--- config.mk ---
export PLATFORM = sky130hd
export DESIGN_NAME = device_config_word_decoder
export DESIGN_NICKNAME = d
export VERILOG_FILES = /design/src/cfg_decoder_pkg.sv /design/src/device_config_word_decoder.sv
export VERILOG_INCLUDE_DIRS = /design/src
export SDC_FILE = /design/constraint.sdc
export NUM_CORES = 1
export LEC_CHECK = 0
export ABC_CLOCK_PERIOD_IN_PS = 1600
export BUFFER_PORTS_ARGS = -buffer_cell sky130_fd_sc_hd__buf_2
export CAP_MARGIN = 20
export CORE_UTILIZATION = 35
export DETAILED_ROUTE_END_ITERATION = 16
export REMOVE_ABC_BUFFERS = 1
export SKIP_LAST_GASP = 1
export SLEW_MARGIN = 30
export SYNTH_ARGS = -nofsm -noshare
export SYNTH_HDL_FRONTEND = slang
export SYNTH_SLANG_ARGS = --single-unit
--- constraint.sdc ---
create_clock -name pclk -period 1.6 [get_ports pclk]
set_input_delay 0.16 -clock pclk [delete_from_list [all_inputs] [get_ports pclk]]
set_output_delay 0.16 -clock pclk [all_outputs]
set_load 0.01 [all_outputs]
--- src/cfg_decoder_defs.svh ---
`ifndef CFG_DECODER_DEFS_SVH
`define CFG_DECODER_DEFS_SVH

// register byte offsets on the APB slave
`define OFS_WORD_ONE   8'h00
`define OFS_WORD_THREE 8'h04
`define OFS_CTRL       8'h08
`define OFS_STATUS     8'h0C

// first word field positions
`define W1_WINSZ_LSB   24
`define W1_HARD_EN     23
`define W1_WDT_WINDOW_DISABLE      22
`define W1_PS_LSB      16
`define W1_CKSM_LSB    14
`define W1_PBDIV_LSB   12
`define W1_CLOCK_OUTPUT_DIS    10
`define W1_POSC_LSB    8
`define W1_TWO_SPEED   7
`define W1_SOSC_EN     5
`define W1_OSC_LSB     0

// third word field positions
`define W3_BUS_PWR     31
`define W3_USB_ID      30
`define W3_PPS_ONCE    29
`define W3_PMD_ONCE    28
`define W3_UID_LSB     0
`define W3_IMPL_MASK   32'hF000FFFF

// postscale limit and window fractions in eighths
`define PS_MAX         5'h14
`define WIN_25         3'h2
`define WIN_37         3'h3
`define WIN_50         3'h4
`define WIN_75         3'h6

// control and status layout
`define CTRL_WDT_SW    0
`define ST_LOADED      0
`define ST_WDT_RUN     1
`define ST_PPS_LOCK    2
`define ST_PMD_LOCK    3

`endif

--- src/cfg_decoder_pkg.sv ---
`default_nettype none
package cfg_decoder_pkg;

  typedef enum logic [2:0] {
    SRC_FAST_RC, SRC_FAST_RC_DIV_PLL, SRC_PRIMARY, SRC_PRIMARY_PLL,
    SRC_SECONDARY, SRC_LOW_POWER_RC, SRC_FAST_RC_DIV16, SRC_FAST_RC_DIV_N
  } osc_src_t;

  typedef enum logic [1:0] {
    POSC_EXTERNAL, POSC_STD_CRYSTAL, POSC_HS_CRYSTAL, POSC_OFF
  } posc_mode_t;

  typedef struct packed {
    logic       enable;
    logic       hard_on;
    logic       window_en;
    logic [2:0] window_eighths;
    logic [4:0] postscale_exp;
  } wdt_cfg_t;

  typedef struct packed {
    osc_src_t   source;
    posc_mode_t posc_mode;
    logic       two_speed;
    logic       sosc_en;
    logic       switch_en;
    logic       monitor_en;
    logic [3:0] pb_divisor;
    logic       clk_out_en;
  } clk_cfg_t;

  typedef struct packed {
    logic bus_power_usb;
    logic usb_ident_usb;
    logic pps_write_ok;
    logic pmd_write_ok;
  } pin_cfg_t;

endpackage : cfg_decoder_pkg
`default_nettype wire

--- src/device_config_word_decoder.sv ---
// Notes on behaviour
// - window size code picks open fraction
// - hard enable forces watchdog on
// - window disable bit selects non-window
// - postscale code is power-of-two exponent
// - postscale above 10100 acts as 10100
// - clock switch and monitor decode
// - bus divisor default 1,2,4,8
// - clock out only when mode 11/00
// - primary oscillator mode decode
// - bit 7 enables two-speed start-up
// - bit 5 enables secondary oscillator
// - oscillator source field selects clock
// - bit 31 bus-power pin to USB
// - bit 30 ident pin to USB
// - pin map reconfigured once if set
// - module disable changed once if set
// - 16-bit identifier held and readable
// - third word bits 27-16 read zero
`include "cfg_decoder_defs.svh"
`default_nettype none
module device_config_word_decoder (
  input  wire logic                     pclk,
  input  wire logic                     presetn,
  input  wire logic [31:0]              nv_word_one,
  input  wire logic [31:0]              nv_word_three,
  input  wire logic                     pin_map_reconfig,
  input  wire logic                     module_dis_reconfig,
  input  wire logic                     psel,
  input  wire logic                     penable,
  input  wire logic                     pwrite,
  input  wire logic [7:0]               paddr,
  input  wire logic [31:0]              pwdata,
  output logic [31:0]                   prdata,
  output logic                          pready,
  output logic                          pslverr,
  output cfg_decoder_pkg::wdt_cfg_t     wdt_cfg,
  output cfg_decoder_pkg::clk_cfg_t     clk_cfg,
  output cfg_decoder_pkg::pin_cfg_t     pin_cfg,
  output logic [15:0]                   user_identifier,
  output logic                          cfg_loaded
);

  logic [31:0] word_one_r;
  logic [31:0] word_three_r;
  logic        loaded_r;
  logic        wdt_sw_r;
  logic        pps_done_r;
  logic        pmd_done_r;
  logic [31:0] prdata_r;
  logic        pready_r;
  logic        pslverr_r;
  cfg_decoder_pkg::wdt_cfg_t wdt_r;
  cfg_decoder_pkg::clk_cfg_t clk_r;
  cfg_decoder_pkg::pin_cfg_t pin_r;
  cfg_decoder_pkg::wdt_cfg_t wdt_nxt;
  cfg_decoder_pkg::clk_cfg_t clk_nxt;
  logic        acc;
  logic        wr_ctrl;

  // raw field views of the incoming first word
  logic [1:0]  winsz;
  logic [4:0]  ps;
  logic [1:0]  cksm;
  logic [1:0]  pbdiv;
  logic [1:0]  posc;
  logic [2:0]  osc;

  assign winsz = nv_word_one[`W1_WINSZ_LSB +: 2];
  assign ps    = nv_word_one[`W1_PS_LSB +: 5];
  assign cksm  = nv_word_one[`W1_CKSM_LSB +: 2];
  assign pbdiv = nv_word_one[`W1_PBDIV_LSB +: 2];
  assign posc  = nv_word_one[`W1_POSC_LSB +: 2];
  assign osc   = nv_word_one[`W1_OSC_LSB +: 3];

  assign acc     = psel && penable && pready_r;
  assign wr_ctrl = acc && pwrite && (paddr == `OFS_CTRL);

  // watchdog field decode from the incoming first word
  always_comb
  begin
    wdt_nxt = '0;
    case (winsz)
      2'h3:    wdt_nxt.window_eighths = `WIN_25;
      2'h2:    wdt_nxt.window_eighths = `WIN_37;
      2'h1:    wdt_nxt.window_eighths = `WIN_50;
      default: wdt_nxt.window_eighths = `WIN_75;
    endcase
    wdt_nxt.hard_on   = nv_word_one[`W1_HARD_EN];
    wdt_nxt.enable    = nv_word_one[`W1_HARD_EN];
    wdt_nxt.window_en = !nv_word_one[`W1_WDT_WINDOW_DISABLE];
    if (ps > `PS_MAX)
      wdt_nxt.postscale_exp = `PS_MAX;
    else
      wdt_nxt.postscale_exp = ps;
  end

  // clock field decode from the incoming first word
  always_comb
  begin
    clk_nxt = '0;
    clk_nxt.source     = cfg_decoder_pkg::osc_src_t'(osc);
    clk_nxt.posc_mode  = cfg_decoder_pkg::posc_mode_t'(posc);
    clk_nxt.two_speed  = nv_word_one[`W1_TWO_SPEED];
    clk_nxt.sosc_en    = nv_word_one[`W1_SOSC_EN];
    clk_nxt.switch_en  = !cksm[1];
    clk_nxt.monitor_en = (cksm == 2'h0);
    case (pbdiv)
      2'h0:    clk_nxt.pb_divisor = 4'h1;
      2'h1:    clk_nxt.pb_divisor = 4'h2;
      2'h2:    clk_nxt.pb_divisor = 4'h4;
      default: clk_nxt.pb_divisor = 4'h8;
    endcase
    // primary off with primary source is left as programmed
    clk_nxt.clk_out_en = !nv_word_one[`W1_CLOCK_OUTPUT_DIS]
                         && (posc == 2'h3 || posc == 2'h0);
  end

  // one capture of both words at the first edge after reset release
  always_ff @(posedge pclk or negedge presetn)
  begin
    if (!presetn)
    begin
      loaded_r     <= 1'b0;
      word_one_r   <= 32'h0;
      word_three_r <= 32'h0;
      clk_r        <= '0;
    end
    else if (!loaded_r)
    begin
      loaded_r     <= 1'b1;
      word_one_r   <= nv_word_one;
      word_three_r <= nv_word_three & `W3_IMPL_MASK;
      clk_r        <= clk_nxt;
    end
  end

  // watchdog settings; software may only add an enable
  always_ff @(posedge pclk or negedge presetn)
  begin
    if (!presetn)
      wdt_r <= '0;
    else if (!loaded_r)
      wdt_r <= wdt_nxt;
    else
      wdt_r.enable <= wdt_r.hard_on || wdt_sw_r;
  end

  // software watchdog enable bit
  always_ff @(posedge pclk or negedge presetn)
  begin
    if (!presetn)
      wdt_sw_r <= 1'b0;
    else if (wr_ctrl)
      wdt_sw_r <= pwdata[`CTRL_WDT_SW];
  end

  // lock-once tracking; a reconfiguration event is sticky
  always_ff @(posedge pclk or negedge presetn)
  begin
    if (!presetn)
    begin
      pps_done_r <= 1'b0;
      pmd_done_r <= 1'b0;
    end
    else if (loaded_r)
    begin
      if (pin_map_reconfig)
        pps_done_r <= 1'b1;
      if (module_dis_reconfig)
        pmd_done_r <= 1'b1;
    end
  end

  // pin ownership and write permission
  always_ff @(posedge pclk or negedge presetn)
  begin
    if (!presetn)
      pin_r <= '0;
    else if (!loaded_r)
    begin
      pin_r.bus_power_usb <= nv_word_three[`W3_BUS_PWR];
      pin_r.usb_ident_usb <= nv_word_three[`W3_USB_ID];
      pin_r.pps_write_ok  <= 1'b1;
      pin_r.pmd_write_ok  <= 1'b1;
    end
    else
    begin
      pin_r.pps_write_ok <= !(word_three_r[`W3_PPS_ONCE]
                             && (pps_done_r || pin_map_reconfig));
      pin_r.pmd_write_ok <= !(word_three_r[`W3_PMD_ONCE]
                             && (pmd_done_r || module_dis_reconfig));
    end
  end

  // apb slave: one wait-free access cycle after setup
  always_ff @(posedge pclk or negedge presetn)
  begin
    if (!presetn)
    begin
      pready_r  <= 1'b0;
      prdata_r  <= 32'h0;
      pslverr_r <= 1'b0;
    end
    else
    begin
      pready_r <= psel && !penable;
      if (psel && !penable)
      begin
        prdata_r  <= 32'h0;
        pslverr_r <= 1'b0;
        case (paddr)
          `OFS_WORD_ONE:
          begin
            prdata_r  <= pwrite ? 32'h0 : word_one_r;
            pslverr_r <= pwrite;
          end
          `OFS_WORD_THREE:
          begin
            prdata_r  <= pwrite ? 32'h0 : word_three_r;
            pslverr_r <= pwrite;
          end
          `OFS_CTRL:
            prdata_r[`CTRL_WDT_SW] <= pwrite ? 1'b0 : wdt_sw_r;
          `OFS_STATUS:
          begin
            pslverr_r <= pwrite;
            if (!pwrite)
            begin
              prdata_r[`ST_LOADED]   <= loaded_r;
              prdata_r[`ST_WDT_RUN]  <= wdt_r.enable;
              prdata_r[`ST_PPS_LOCK] <= !pin_r.pps_write_ok;
              prdata_r[`ST_PMD_LOCK] <= !pin_r.pmd_write_ok;
            end
          end
          default: pslverr_r <= 1'b1;
        endcase
      end
    end
  end

  assign prdata          = prdata_r;
  assign pready          = pready_r;
  assign pslverr         = pslverr_r;
  assign wdt_cfg         = wdt_r;
  assign clk_cfg         = clk_r;
  assign pin_cfg         = pin_r;
  assign user_identifier = word_three_r[`W3_UID_LSB +: 16];
  assign cfg_loaded      = loaded_r;
endmodule : device_config_word_decoder
`default_nettype wire

==> flow_summary.json <==
{
  "ys_ff_latch": 109,
  "post_cts_buffers": 0,
  "clock_tree.root_cell": "clkbuf_16",
  "die_w_um": 116,
  "hp-class": "input pin to flop",
  "ios": 191,
  "drv_slew": 0,
  "io_buffers": 147,
  "required_ps": 1440,
  "drive_above_1_share_pct": 45.8,
  "final_nets": 608,
  "rsz0062_at_grt": "no",
  "drt_wl_total_um": 9820,
  "clock_latency_ps": 340,
  "synth_edf_count": 0,
  "synth.top_cell.area_share_pct": 59.5,
  "synth_area_um2": 4580,
  "cp-start-kind": "flop",
  "ys_warn_count": 0,
  "setup-violations-final": 0,
  "placeableCoreArea_um2": 12700,
  "start_util_pct": 36.2,
  "max_freq_mhz": 725,
  "track_usage_pct": 15.3,
  "worstPathCellList": "buf_12, buf_2",
  "critPathCaptureType": "primary output",
  "hpwl_um": 6850,
  "power_leakage_uw": 0.00281,
  "place.gp.congestion": 0.704,
  "cts_buffers": 9,
  "grt_pass1_vias": 3126,
  "skew_ps": 4.34,
  "use_met1_pct": 19.9,
  "grt_start_max_net_pins": 110,
  "critPathKind": "flop to primary output",
  "via_per_inst": 4.78,
  "syn_avg_cell_area_um2": 12.3,
  "ctsHoldBuffers": 2,
  "status": "finished, final reports clean",
  "cts_tree": "done",
  "synthTopCellsByArea": "dfrtp_1 (60%), mux2_2 (12%), buf_4 (4.3%)",
  "antenna_left": 0,
  "yosysSeqAreaShare_pct": 59.5,
  "cts_resized": 0,
  "synth.most_common_cell": "dfrtp_1",
  "firstDrtPassIters": 4,
  "vias": 3223,
  "period_needed_ps": 1380,
  "slowest_delay_ps": 520,
  "drc": 0,
  "n_antenna_cell": 0,
  "place_worst_setup_slack_ps": 159,
  "cp_slowest_cell": "dfrtp_4",
  "ys.flop_type": "dfrtp_1",
  "cp.arrival_ps": 1220,
  "path_clk_slew_ps": 70,
  "netlist_top_cells_count": "dfrtp_1 (109), mux2_2 (48), nand2_1 (46), buf_4 (26)",
  "slew_headroom_pct": 60.2,
  "hold_viol_final": 0,
  "fp.dieArea_um2": 13600,
  "hold_ws_ps": 16.5,
  "cts.path.max_buffers": 2,
  "tightest_slew_ps": 597,
  "period_share_pct": 86.2,
  "worst_slack_ps": 221,
  "synth_cell_types": 33,
  "gr-max-usage-layer": "met2",
  "ir_worst_vdd_v": 0.000397,
  "htreeDepth": 3,
  "die_h_um": 116,
  "crit_path_max_fanout": 34,
  "cts_sinks": 109,
  "drtIter0Drc": 164,
  "row_count": 41,
  "postSynthCellCount": 374,
  "synth_area_leader_cell": "dfrtp_1",
  "wl_per_cell_um": 14.6,
  "maxCapViolations": 0,
  "grt_pass1_wl_um": 15700,
  "syn2layout_area_growth_pct": 23.7,
  "p_per_area_nw_per_um2": 1020,
  "antenna_found_initial": 0,
  "grt_overflow": 0,
  "use_met3_pct": 3.84,
  "synthArstFlopShare_pct": 100,
  "grt_use_met2_pct": 24.1
}
## logic make-up after synthesis
group           synth area share [%]
compound gates                  9.20
xor+xnor                       0.191
buf+inv                         8.33
flops                           59.5
mux                             12.9
other cells                   0.0818
simple gates                    9.72
## cells in the final DEF, fill, tap and decap left out, drive strengths merged, types with 3 or more instances in the layout
cell type / Yosys / routed
nand2: 46 / 46
clkbuf: 10 / 11
o21ai: 15 / 15
nand2b: 6 / 6
mux2: 48 / 48
nor2: 4 / 4
buf: 39 / 159
a21o: 4 / 4
dfrtp: 109 / 109
o211ai: 18 / 18
nor2b: 3 / 3
inv: 18 / 18
mux2i: 3 / 3
clkinv: 0 / 5
nand4: 19 / 19
a22o: 14 / 14
## worst paths after layout
path	startpoint	end	slack, ps	cells after the start
worst min register to register	pmd_done_r	pmd_done_r	460	1
max in group asynchronous	presetn	cfg_loaded	700	3
min in group asynchronous	presetn	prdata[20]	410	3
worst max-delay path	cfg_loaded	cfg_loaded	220	2
worst min-delay path	nv_word_one[10]	clk_cfg[0]	20	2
worst max register to register	cfg_loaded	prdata[0]	320	3
## registers in the layout, summed over array words and instances (netlist names)
| name | cells |
|---|---|
| prdata | 32 |
| pmd_done_r | 1 |
| pslverr | 1 |
| wdt_sw_r | 1 |
| word_three_r | 19 |
| clk_cfg | 7 |
| pps_done_r | 1 |
| cfg_loaded | 1 |
| word_one_r | 32 |
| pready | 1 |
| wdt_cfg | 10 |
| pin_cfg | 3 |
## metal layers
| layer | part of all wire (%) | up-vias |
|---|---|---|
| met5 | 0 | - |
| met4 | 1.6 | 0 |
| met3 | 5.8 | 14 |
| met2 | 47 | 97 |
| met1 | 46 | 1592 |
| li1 | - | 1520 |
## area by class of cell
class	instances	area (um^2)
timing repair buffer	161	898
multi-input combinational	198	1480
tap	172	215
sequential	109	2730
clock inverter	5	25.0
clock buffer	11	253
fill	1229	7000
inverter	18	67.6
## metrics by stage
stage	instance area [um^2]	setup TNS [ps]	util (%)	cells	power, uW
after floorplan	4270	-69270	-	325	3390
after global placement	5370	0	42.4	656	3750
after detailed placement	5370	0	42.4	656	3770
after CTS	5670	0	44.7	674	5890
after global routing	5670	0	44.7	674	6080
final	5670	0	44.7	674	5790
## report_power, final
part           switching (uW)  total [uW]  internal, uW  leakage [uW]
logic                     340         663           323       0.00131
clock network             958        2090          1130      0.000145
registers                 107        3040          2930       0.00135
total                    1410        5790          4380       0.00281
## critical path: cells and delay by family (launching register included)
family                 cells  cell delay [ps]
flip-flops                 1              520
buffers and inverters      2              340
Note: power is estimated with default switching activity, not from simulation.
